$ cat config.mk
export PLATFORM = sky130hd
export DESIGN_NAME = ebs_bus_ctrl
export DESIGN_NICKNAME = d
export VERILOG_FILES = /design/src/rtl/ebs_pkg.sv /design/src/rtl/ebs_strap_if.sv /design/src/rtl/ebs_strap.sv /design/src/rtl/ebs_bus_ctrl.sv
export VERILOG_INCLUDE_DIRS = /design/src /design/src/rtl
export SDC_FILE = /design/constraint.sdc
export NUM_CORES = 1
export LEC_CHECK = 0
export BUFFER_PORTS_ARGS = -buffer_cell sky130_fd_sc_hd__buf_2
export CAP_MARGIN = 20
export CORE_ASPECT_RATIO = 0.5
export CORE_MARGIN = 5
export CORE_UTILIZATION = 50
export CTS_CLUSTER_SIZE = 25
export DETAILED_ROUTE_END_ITERATION = 6
export PLACE_DENSITY = 0.74
export SYNTH_ARGS = -nofsm -noshare
export SYNTH_HDL_FRONTEND = slang
export SYNTH_SLANG_ARGS = --single-unit
$ cat constraint.sdc
create_clock -name ref_clk -period 4.8 [get_ports ref_clk]
set_input_delay 0.24 -clock ref_clk [delete_from_list [all_inputs] [get_ports ref_clk]]
set_output_delay 0.24 -clock ref_clk [all_outputs]
set_load 0.05 [all_outputs]
$ cat src/rtl/ebs_consts.svh
// Constants for the external bus strobe control block.
// What this block does
// - Reset returns all outputs to defaults.
// - First fetch after reset uses reset vector.
// - Address latch strobe high marks address phase.
// - Address latch strobe pulses only for external cycles.
// - Code fetch strobe low during external code.
// - Code source captured once at reset release.
// - Captured zero sends every fetch external.
// - Captured one uses internal below limit.
// - After reset release the pin is wait.
// - Wait high stretches the external cycle.
// - Separate active low data read strobe.
// - Bus width captured at release, one selects 16.
// - Separate low byte data write strobe.
`ifndef EBS_CONSTS_SVH
`define EBS_CONSTS_SVH

// Address of the first instruction fetched after reset.
`define EBS_RESET_VECTOR    20'h00000
// First code address that no longer lies in on-chip program memory.
`define EBS_INT_CODE_LIMIT  20'h10000
// Strap values held while reset is asserted.
`define EBS_CODE_SRC_RST    1'b1
`define EBS_BUS16_RST       1'b0
// Strap bit positions in the synchronised pin vector.
`define EBS_PIN_CODE_SRC    0
`define EBS_PIN_BUS_WIDTH   1
// Strobe cycles kept after wait is seen low, covering the data synchroniser.
`define EBS_STROBE_TAIL     2'h2

`endif

$ cat src/rtl/ebs_pkg.sv
// Types shared by the external bus strobe control block.
package ebs_pkg;

    // Kind of access requested by the core.
    typedef enum logic [1:0] {
        EBS_KIND_CODE,
        EBS_KIND_READ,
        EBS_KIND_WRITE
    } ebs_kind_t;

    // Bus sequencer states.
    typedef enum logic [2:0] {
        EBS_IDLE,
        EBS_ADDR,
        EBS_HOLD,
        EBS_STROBE,
        EBS_INT_REQ,
        EBS_INT_DATA
    } ebs_state_t;

endpackage : ebs_pkg

$ cat src/rtl/ebs_strap_if.sv
// Interface carrying captured straps and the synchronised wait level.
`timescale 1ns/1ps
interface ebs_strap_if;
    logic wait_level;   // Synchronised wait input, high stretches a cycle.
    logic code_src;     // Captured code source select.
    logic bus16;        // Captured bus width, high means 16 bits.
    logic straps_valid; // High once the straps have been captured.

    // The strap module produces, the sequencer consumes.
    modport prod (output wait_level, output code_src, output bus16, output straps_valid);
    modport cons (input wait_level, input code_src, input bus16, input straps_valid);
endinterface : ebs_strap_if

$ cat src/rtl/ebs_strap.sv
// Pin synchroniser and reset-release strap capture.
`timescale 1ns/1ps
`include "ebs_consts.svh"
module ebs_strap (
    input  wire logic   ref_clk,
    input  wire logic   rst,
    input  wire logic   code_source_select,
    input  wire logic   bus_width_select,
    ebs_strap_if.prod   strap
);
    logic [1:0] sync1_reg;      // First synchroniser stage, read only by the second.
    logic [1:0] sync2_reg;      // Second synchroniser stage.
    logic       rst_seen_reg;   // High in the first cycle after reset release.
    logic       rst_seen_next;  // Next value of rst_seen_reg.
    logic       code_src_reg;   // Captured code source select.
    logic       code_src_next;  // Next value of code_src_reg.
    logic       bus16_reg;      // Captured bus width select.
    logic       bus16_next;     // Next value of bus16_reg.
    logic       valid_reg;      // Straps captured.
    logic       valid_next;     // Next value of valid_reg.

    // The synchroniser is not reset so it tracks the pins during reset.
    always_ff @(posedge ref_clk)
    begin
        sync1_reg <= {bus_width_select, code_source_select};
        sync2_reg <= sync1_reg;
    end

    // Capture the straps exactly once, in the first cycle after release.
    always_comb
    begin
        rst_seen_next = 1'b0;
        code_src_next = code_src_reg;
        bus16_next    = bus16_reg;
        valid_next    = valid_reg;
        if (rst_seen_reg)
        begin
            code_src_next = sync2_reg[`EBS_PIN_CODE_SRC];
            bus16_next    = sync2_reg[`EBS_PIN_BUS_WIDTH];
            valid_next    = 1'b1;
        end
    end

    // Register the strap state; reset restores the defaults.
    always_ff @(posedge ref_clk)
    begin
        if (rst)
        begin
            rst_seen_reg <= 1'b1;
            code_src_reg <= `EBS_CODE_SRC_RST;
            bus16_reg    <= `EBS_BUS16_RST;
            valid_reg    <= 1'b0;
        end
        else
        begin
            rst_seen_reg <= rst_seen_next;
            code_src_reg <= code_src_next;
            bus16_reg    <= bus16_next;
            valid_reg    <= valid_next;
        end
    end

    // After release the same pin only acts as the wait input.
    assign strap.wait_level   = valid_reg & sync2_reg[`EBS_PIN_CODE_SRC];
    assign strap.code_src     = code_src_reg;
    assign strap.bus16        = bus16_reg;
    assign strap.straps_valid = valid_reg;

    // Once captured, the code source never changes again.
    a_strap_stays_put: assert property (@(posedge ref_clk) disable iff (rst)
        valid_reg && $past(valid_reg) |-> $stable(code_src_reg) && $stable(bus16_reg))
        else $error("Strap value changed after capture.");

endmodule : ebs_strap

$ cat src/rtl/ebs_bus_ctrl.sv
// External bus strobe sequencer with code source routing.
`timescale 1ns/1ps
`include "ebs_consts.svh"
module ebs_bus_ctrl (
    input  wire logic              ref_clk,
    input  wire logic              rst,
    input  wire logic              code_source_select,
    input  wire logic              bus_width_select,
    input  wire logic              req_valid,
    input  wire ebs_pkg::ebs_kind_t req_kind,
    input  wire logic [19:0]       req_addr,
    input  wire logic [15:0]       req_wdata,
    output logic                   req_ready,
    output logic                   resp_valid,
    output logic [15:0]            resp_data,
    output logic                   int_code_req,
    output logic [15:0]            int_code_addr,
    input  wire logic [15:0]       int_code_rdata,
    output logic                   ale,
    output logic                   code_fetch_strobe_n,
    output logic                   read_strobe_n,
    output logic                   low_byte_write_strobe_n,
    input  wire logic [15:0]       ad_in,
    output logic [15:0]            ad_out,
    output logic                   ad_oe,
    output logic [3:0]             addr_hi,
    output logic                   bus16
);
    ebs_strap_if strap ();  // Captured straps and wait level.

    // Strap capture and pin synchronisation.
    ebs_strap u_strap (
        .ref_clk            (ref_clk),
        .rst                (rst),
        .code_source_select (code_source_select),
        .bus_width_select   (bus_width_select),
        .strap              (strap.prod)
    );

    ebs_pkg::ebs_state_t state_reg;    // Sequencer state.
    ebs_pkg::ebs_state_t state_next;   // Next sequencer state.
    ebs_pkg::ebs_kind_t  kind_reg;     // Kind of the access in flight.
    ebs_pkg::ebs_kind_t  kind_next;    // Next access kind.
    logic [19:0]         addr_reg;     // Address of the access in flight.
    logic [19:0]         addr_next;    // Next access address.
    logic [15:0]         wdata_reg;    // Write data of the access in flight.
    logic [15:0]         wdata_next;   // Next write data.
    logic                boot_reg;     // Reset vector fetch still owed.
    logic                boot_next;    // Next boot flag.
    logic [1:0]          tail_reg;     // Strobe cycles counted since wait went low.
    logic [1:0]          tail_next;    // Next tail count.
    logic                ale_reg;      // Address latch strobe.
    logic                ale_next;     // Next address latch strobe.
    logic                cfs_n_reg;    // Code fetch strobe, active low.
    logic                cfs_n_next;   // Next code fetch strobe.
    logic                rd_n_reg;     // Data read strobe, active low.
    logic                rd_n_next;    // Next data read strobe.
    logic                wrl_n_reg;    // Low byte write strobe, active low.
    logic                wrl_n_next;   // Next low byte write strobe.
    logic [15:0]         ad_out_reg;   // Value driven on the multiplexed bus.
    logic [15:0]         ad_out_next;  // Next bus drive value.
    logic                ad_oe_reg;    // Bus output enable.
    logic                ad_oe_next;   // Next bus output enable.
    logic                rsp_v_reg;    // Completion pulse.
    logic                rsp_v_next;   // Next completion pulse.
    logic [15:0]         rsp_d_reg;    // Read data returned to the core.
    logic [15:0]         rsp_d_next;   // Next read data.
    logic                int_req_reg;  // On-chip code memory request.
    logic                int_req_next; // Next on-chip request.
    logic [15:0]         ad_s1_reg;    // Bus data, first synchroniser stage.
    logic [15:0]         ad_s2_reg;    // Bus data, second synchroniser stage.
    ebs_pkg::ebs_kind_t  start_kind;   // Kind of the access being started.
    logic [19:0]         start_addr;   // Address of the access being started.

    // Decides whether a fetch is served by on-chip program memory.
    function automatic logic ebs_is_internal(input logic code_src, input ebs_pkg::ebs_kind_t kind,
                                             input logic [19:0] addr);
        ebs_is_internal = code_src && (kind == ebs_pkg::EBS_KIND_CODE)
                          && (addr < `EBS_INT_CODE_LIMIT);
    endfunction : ebs_is_internal

    // Bus data passes two flip-flops before it is captured.
    always_ff @(posedge ref_clk)
    begin
        ad_s1_reg <= ad_in;
        ad_s2_reg <= ad_s1_reg;
    end

    // The owed reset vector fetch goes ahead of any core request.
    assign start_kind = boot_reg ? ebs_pkg::EBS_KIND_CODE : req_kind;
    assign start_addr = boot_reg ? `EBS_RESET_VECTOR : req_addr;
    assign req_ready  = (state_reg == ebs_pkg::EBS_IDLE) && !boot_reg && strap.straps_valid;

    // Next state and strobe values of the sequencer.
    always_comb
    begin
        state_next   = state_reg;
        kind_next    = kind_reg;
        addr_next    = addr_reg;
        wdata_next   = wdata_reg;
        boot_next    = boot_reg;
        tail_next    = tail_reg;
        ale_next     = 1'b0;
        cfs_n_next   = 1'b1;
        rd_n_next    = 1'b1;
        wrl_n_next   = 1'b1;
        ad_out_next  = ad_out_reg;
        ad_oe_next   = 1'b0;
        rsp_v_next   = 1'b0;
        rsp_d_next   = rsp_d_reg;
        int_req_next = 1'b0;
        unique case (state_reg)
            ebs_pkg::EBS_IDLE:
            begin
                // Start only once the straps are known.
                if (strap.straps_valid && (boot_reg || req_valid))
                begin
                    kind_next  = start_kind;
                    addr_next  = start_addr;
                    wdata_next = req_wdata;
                    boot_next  = 1'b0;
                    if (ebs_is_internal(strap.code_src, start_kind, start_addr))
                    begin
                        // On-chip fetch: no external cycle, no address strobe.
                        state_next   = ebs_pkg::EBS_INT_REQ;
                        int_req_next = 1'b1;
                    end
                    else
                    begin
                        // External cycle: address phase with the latch strobe high.
                        state_next  = ebs_pkg::EBS_ADDR;
                        ale_next    = 1'b1;
                        ad_out_next = start_addr[15:0];
                        ad_oe_next  = 1'b1;
                    end
                end
            end
            ebs_pkg::EBS_ADDR:
            begin
                // Latch strobe falls while the address is still held.
                state_next = ebs_pkg::EBS_HOLD;
                ad_oe_next = 1'b1;
            end
            ebs_pkg::EBS_HOLD:
            begin
                // Address phase over: the strobe for this kind goes low.
                state_next = ebs_pkg::EBS_STROBE;
                tail_next  = 2'h0;
                cfs_n_next = (kind_reg != ebs_pkg::EBS_KIND_CODE);
                rd_n_next  = (kind_reg != ebs_pkg::EBS_KIND_READ);
                wrl_n_next = (kind_reg != ebs_pkg::EBS_KIND_WRITE);
                if (kind_reg == ebs_pkg::EBS_KIND_WRITE)
                begin
                    // Eight-bit bus carries only the low byte.
                    ad_out_next = strap.bus16 ? wdata_reg : {8'h00, wdata_reg[7:0]};
                    ad_oe_next  = 1'b1;
                end
            end
            ebs_pkg::EBS_STROBE:
            begin
                cfs_n_next = cfs_n_reg;
                rd_n_next  = rd_n_reg;
                wrl_n_next = wrl_n_reg;
                ad_oe_next = ad_oe_reg;
                if (strap.wait_level)
                begin
                    // Wait high: hold the strobe and restart the tail.
                    tail_next = 2'h0;
                end
                else if (tail_reg == `EBS_STROBE_TAIL)
                begin
                    // Synchronised data now reflects the strobed bus.
                    state_next = ebs_pkg::EBS_IDLE;
                    cfs_n_next = 1'b1;
                    rd_n_next  = 1'b1;
                    wrl_n_next = 1'b1;
                    ad_oe_next = 1'b0;
                    rsp_v_next = 1'b1;
                    rsp_d_next = strap.bus16 ? ad_s2_reg : {8'h00, ad_s2_reg[7:0]};
                end
                else
                begin
                    tail_next = tail_reg + 2'h1;
                end
            end
            ebs_pkg::EBS_INT_REQ:
            begin
                // On-chip memory registers the address this cycle.
                state_next = ebs_pkg::EBS_INT_DATA;
            end
            ebs_pkg::EBS_INT_DATA:
            begin
                // On-chip data is returned without any external strobe.
                state_next = ebs_pkg::EBS_IDLE;
                rsp_v_next = 1'b1;
                rsp_d_next = int_code_rdata;
            end
        endcase
    end

    // Register the sequencer; reset forces every pin to its idle level.
    always_ff @(posedge ref_clk)
    begin
        if (rst)
        begin
            state_reg   <= ebs_pkg::EBS_IDLE;
            kind_reg    <= ebs_pkg::EBS_KIND_CODE;
            addr_reg    <= 20'h00000;
            wdata_reg   <= 16'h0000;
            boot_reg    <= 1'b1;
            tail_reg    <= 2'h0;
            ale_reg     <= 1'b0;
            cfs_n_reg   <= 1'b1;
            rd_n_reg    <= 1'b1;
            wrl_n_reg   <= 1'b1;
            ad_out_reg  <= 16'h0000;
            ad_oe_reg   <= 1'b0;
            rsp_v_reg   <= 1'b0;
            rsp_d_reg   <= 16'h0000;
            int_req_reg <= 1'b0;
        end
        else
        begin
            state_reg   <= state_next;
            kind_reg    <= kind_next;
            addr_reg    <= addr_next;
            wdata_reg   <= wdata_next;
            boot_reg    <= boot_next;
            tail_reg    <= tail_next;
            ale_reg     <= ale_next;
            cfs_n_reg   <= cfs_n_next;
            rd_n_reg    <= rd_n_next;
            wrl_n_reg   <= wrl_n_next;
            ad_out_reg  <= ad_out_next;
            ad_oe_reg   <= ad_oe_next;
            rsp_v_reg   <= rsp_v_next;
            rsp_d_reg   <= rsp_d_next;
            int_req_reg <= int_req_next;
        end
    end

    // Outputs all come from registers.
    assign ale                     = ale_reg;
    assign code_fetch_strobe_n     = cfs_n_reg;
    assign read_strobe_n           = rd_n_reg;
    assign low_byte_write_strobe_n = wrl_n_reg;
    assign ad_out                  = ad_out_reg;
    assign ad_oe                   = ad_oe_reg;
    assign addr_hi                 = addr_reg[19:16];
    assign resp_valid              = rsp_v_reg;
    assign resp_data               = rsp_d_reg;
    assign int_code_req            = int_req_reg;
    assign int_code_addr           = addr_reg[15:0];
    assign bus16                   = strap.bus16;

    // A latch strobe lasts one cycle and a strobe follows two cycles later.
    a_ale_then_strobe: assert property (@(posedge ref_clk) disable iff (rst)
        $rose(ale_reg) |=> !ale_reg ##1 (!cfs_n_reg || !rd_n_reg || !wrl_n_reg))
        else $error("Address strobe not followed by a data strobe.");

    // The code fetch strobe is low only for external code cycles.
    a_cfs_code_only: assert property (@(posedge ref_clk) disable iff (rst)
        !cfs_n_reg |-> kind_reg == ebs_pkg::EBS_KIND_CODE && !int_req_reg)
        else $error("Code fetch strobe low outside an external code cycle.");

    // A read strobe falls two cycles after the latch strobe rose.
    a_read_after_ale: assert property (@(posedge ref_clk) disable iff (rst)
        $fell(rd_n_reg) |-> $past(ale_reg, 2) && !ale_reg)
        else $error("Read strobe did not follow an address phase.");

    // A write strobe falls two cycles after the latch strobe rose.
    a_write_after_ale: assert property (@(posedge ref_clk) disable iff (rst)
        $fell(wrl_n_reg) |-> $past(ale_reg, 2) && ad_oe_reg)
        else $error("Write strobe did not follow an address phase.");

    // Wait high keeps the active strobe low in the next cycle.
    a_wait_stretches: assert property (@(posedge ref_clk) disable iff (rst)
        (state_reg == ebs_pkg::EBS_STROBE) && strap.wait_level |=> $stable({cfs_n_reg, rd_n_reg, wrl_n_reg}))
        else $error("Cycle ended while wait was high.");

    // With the code source captured low, on-chip memory is never used.
    a_external_only: assert property (@(posedge ref_clk) disable iff (rst)
        strap.straps_valid && !strap.code_src |-> !int_req_reg)
        else $error("On-chip fetch with external-only code source.");

    // On-chip fetches stay below the memory limit.
    a_internal_limit: assert property (@(posedge ref_clk) disable iff (rst)
        int_req_reg |-> strap.code_src && (addr_reg < `EBS_INT_CODE_LIMIT))
        else $error("On-chip fetch above the memory limit.");

    // The first access after reset is a code fetch from the reset vector.
    a_boot_vector: assert property (@(posedge ref_clk) disable iff (rst)
        $fell(boot_reg) |-> addr_reg == `EBS_RESET_VECTOR && kind_reg == ebs_pkg::EBS_KIND_CODE)
        else $error("First fetch did not use the reset vector.");

endmodule : ebs_bus_ctrl

* Yosys cells after proc, flatten, opt, wreduce, memory -nomap -nowiden
Index checks and enable logic that the tools add are counted.
** Word-level totals
- Logic and storage cells :: 99
- Flip-flop bits (word level) :: 123
- Input bits :: 75
- Output and inout bits :: 61
** Cells by class
- Eq/ne operators :: 15
- Order comparisons :: 1
- Add/subtract/negate cells :: 1
- Muxes and demuxes :: 35
- Reductions and logical operators :: 21
- Bitwise gates (word level) :: 3
** Operator list (number)
- two-way mux 16 bit :: 7
- case mux 16 bit (2 select lines) :: 2
- < comparator 20 x 17 -> 1 bit (second input constant) :: 1
- two-way mux 20 bit :: 1
- case mux 3 bit (6 select lines) :: 1
- two-way mux 3 bit :: 4
- two-way mux 1 bit :: 11
- inequality test 2 bit (second input constant) :: 5
- case mux 1 bit (2 select lines) :: 4
- nonzero test 2 bit :: 4
- equality test 3 x 2 -> 1 bit (second input constant) :: 2
- equality test 3 bit (second input constant) :: 2
- two-way mux 2 bit :: 3
- AND reduction 2 bit :: 3
- AND reduction 3 bit :: 2
- logical AND 1 bit :: 5
- equality test 2 bit (second input constant) :: 2
- inequality test 2 x 1 -> 1 bit (second input constant) :: 2
- case mux 1 bit (4 select lines) :: 1
- case mux 2 bit (2 select lines) :: 1
- AND reduction 4 bit :: 1
- equality test 3 x 1 -> 1 bit (second input constant) :: 1
- zero test 3 bit :: 1
- inequality test 3 bit (second input constant) :: 1
- 8 further kinds :: 9

* Longest topological paths before layout
- Depth in word-level cells :: 7
- Depth in mapped cells :: 8
- Gate-level depth less buffers :: 6

* Cells and area by module
Synthesis repeated with hierarchy kept, for this count alone.
** Unflattened totals
- Cell total of the unflattened synthesis :: 480
- Area total of the unflattened synthesis :: 4483.0 um^2
** Modules (own cells, without submodules)
- ebs_bus_ctrl :: seq. area each 2302.2 um^2, cells each 465, instances 1, area an instance 4280.4 um^2
- ebs_strap :: seq. area each 160.2 um^2, cells each 15, instances 1, area an instance 202.7 um^2

* Least setup slack after synthesis
Ideal clock, no wire load.
- Kind :: flip-flop to output port
- From :: register state_reg[0]
- To :: output port req_ready
- Buffers on the path :: 1
- Data required time :: 4.560 ns
- Path slack :: 3.023 ns
- Cell stages (with the launch flop) :: 5
- Arrival time :: 1.537 ns
- Path through :: dfxtp_1 buf_2 nor3_2 nand2_1 nor2_1
** On the way
- Longest elaborated chain between the ends :: 3
** Ends and longest elaborated chain
- start, declared :: line ebs_bus_ctrl.sv:40 : ebs_pkg::ebs_state_t state_reg;
- start signal, assigned :: line ebs_bus_ctrl.sv:206 : state_reg <= ebs_pkg::EBS_IDLE;
- start signal, assigned :: line ebs_bus_ctrl.sv:224 : state_reg <= state_next;
- zero test 3 bit :: line ebs_bus_ctrl.sv:92 : assign req_ready = (state_reg == ebs_pkg::EBS_IDLE) && !boot_reg && strap.straps_valid;
- logical AND 1 bit (2 in a row) :: line ebs_bus_ctrl.sv:92
- end, declared :: line ebs_bus_ctrl.sv:13 : output logic req_ready,
No other way between the ends.

* Worst setup path after layout
- From :: register state_reg[1]
- To :: register ad_out_reg[4], in the netlist ad_out[4]
** On the way
- Longest elaborated chain between the ends :: 3
- Elaborated cells on any way between the ends :: 8
- Classes of those cells :: eq/ne: 4; mux: 1; reduce/logical: 3
** Ends and longest elaborated chain
- equality test 3 x 2 -> 1 bit or zero test 3 bit (tied branches) :: line ebs_bus_ctrl.sv:112 : unique case (state_reg)
- inequality test 2 bit (no line) (tied with other cells)
- AND reduction 4 bit (no line)
- end signal, assigned :: line ebs_bus_ctrl.sv:234 : ad_out_reg <= ad_out_next;
- end, declared :: line ebs_bus_ctrl.sv:60 : logic [15:0] ad_out_reg;
Several ways; a longest one is shown, not always the timed one.
A chain may end at the register's enable or synchronous reset.

==> metrics.txt <==
status=finished, final reports clean; Layout Skew=5.63 ps; # nets final=700; filler instances=720; Final ANT Viol Nets=0; final hold violations=0; largest net degree at the start of global routing=50; die footprint=11200 µm²; CTS tree=yes; Area Overhead vs Synth=32.4%; sequential area share after synthesis=54.1%; most frequently used flop master after synthesis=dfxtp_1; first-pass GRT wire length=19300 µm; highest ir drop seen on vdd=0.331 mV; post-synthesis average cell area=9.34 µm²; CP Class=reg -> reg; post-detailed-route wirelength per cell=15.3 µm; Least-Margin Pin Slew=1050 ps; max_slew headroom=29.4%; Yosys reg bits=123; cell with the most instances after synthesis=dfxtp_1; drt initial violations=189; vias in the first global route=3969; cell area after layout=6020 µm²; GRT Total Usage=20.7%; minimum clock period=3070 ps; setup tns final=0 ps; EDFF count, synth=0; startpoint types=flop; number of flip-flops under the largest register name=20; Setup Buffers After CTS=0; FFs w/ async S/R, synth=0%; htree depth=4; placed cell area=5250 µm²; Syn Nets=563; via count=3975; area leader, netlist=dfxtp_1; detailed placer's ending HPWL=7260 µm; max-slew violations=0; power per cell area=532 nW/µm²; Ant. Diodes=0; top post-synthesis cells by count=dfxtp_1 (123), nand2_1 (93), a21oi_1 (58); WL final=11600 µm; grt total ovfl=0; Yosys cell types=44; 1st-pass router iterations=5; dominant cells by area after synthesis=dfxtp_1 (54%), nand2_1 (7.7%), a21oi_1 (6.4%); cell row count=24; r2r setup slk=1730 ps; Final Cycle Share=63.9%; Synth Cell Area=4550 µm²; clock tree buffer depth=2; die width=145 µm; Non-Filler Instances=754; Initial Util=51.7%; CP endpoint kind=flop; initial antenna violation count=0; dpl cells=704; # IOs=136; fraction of layout cells with a size suffix above 1=29.7%; Root Driver=clkbuf_16; Worst Path Arrival=3360 ps; # setup viols final=0; clock sinks=123; RSZ-0062 raised after global routing=no; class of the worst hold path=in -> reg; clock transition at the registers of the reported paths=60 ps; share of Yosys cell area claimed by the top area cell type=54.1%; Residual DRC=0; count of input and output buffers=135; die height=77.5 µm; fmax=326 MHz; GP Congestion=0.748; Syn Inst Count=487; Syn. warnings=0; Clk Latency, worst-skew pair=410 ps; Max FO, Critical Path=26; total CTS buffers=17; post-DR vias/cell=5.27; LEAKAGE=2.44 nW; max cap viols=0; Required @ worst endpoint=5090 ps; Core ar.=8800 µm²
metrics by stage:
stage          hold slack (ps)  util, %  power, mW  worst slack [ps]
5_1_grt                   62.6     68.5       3.36              1470
3_5_place_dp               312     59.6       1.93              1770
6_report                  72.5     68.5       3.20              1730
3_3_place_gp               310     59.6       1.93              1860
2_1_floorplan              268        -       1.76              3020
4_1_cts                   58.2     68.5       3.23              1740
area by class of cell:
class | instances | area [µm²] | share of cell area (%)
clock buffer | 18 | 429 | 7.12
inverter | 19 | 71.3 | 1.18
tap | 117 | 146 | 2.43
clock inverter | 14 | 170 | 2.82
sequential | 123 | 2460 | 40.9
multi-input combinational | 304 | 1840 | 30.6
timing repair buffer | 159 | 901 | 15.0
routing by layer:
layer,up-vias,part of all wire [%],GRT usage (%)
met2,124,48,34.8
met4,0,0.89,6.77
met3,12,7.8,7.92
met5,-,0,0
li1,1991,-,-
met1,1848,43,24.7
final timing paths:
path	startpoint	end	cells past startpoint
max reg2reg	state_reg[1]$_SDFFE_PP0P_	ad_out[4]$_SDFFE_PP0P_	4
min reg2reg	u_strap.sync1_reg[0]$_DFF_P_	u_strap.sync2_reg[0]$_DFF_P_	0
min	req_wdata[0]	wdata_reg[0]$_SDFFE_PP0P_	3
max	state_reg[1]$_SDFFE_PP0P_	ad_out[4]$_SDFFE_PP0P_	4
repair_timing:
action | CTS | global route
resized for setup | 0 | 0
endpoints found under the hold margin | 18 | 0
hold buffers | 18 | 0
kinds of logic (layout without fill, tap and decap cells):
logic type	after synthesis	after routing	share of synthesized area, %
mux	1	1	0.220
buf+inv	60	210	5.47
simple gates	173	173	19.1
fa+ha+maj	1	1	0.275
compound gates	129	129	20.8
flops	123	123	54.1
critical path, cell delays in order (launching register included):
cell      delay (ps)
dfxtp_1          620
nor3b_4          890
a32oi_2          510
a21o_1           550
a221oi_1         390
power by group:
| group | switching, mW | total [mW] | internal (mW) |
|---|---|---|---|
| combinational | 0.511 | 0.729 | 0.218 |
| clock | 0.459 | 1.28 | 0.817 |
| sequential | 0.0788 | 1.20 | 1.12 |
| total | 1.05 | 3.20 | 2.16 |
cells in the final DEF, fill, tap and decap left out, drive strengths merged, types with 8 or more instances in the layout:
master and count:
buf 141, dfxtp 123, nand2 93, a21oi 58
a311oi 24, inv 21, dlygate4sd3 18, clkbuf 18
nand3b 16, a221oi 16, nor3b 13, nor2b 10
and2 10, nand3 10, nor2 9, a211oi 8
Note: power is estimated with default switching activity, not from simulation.
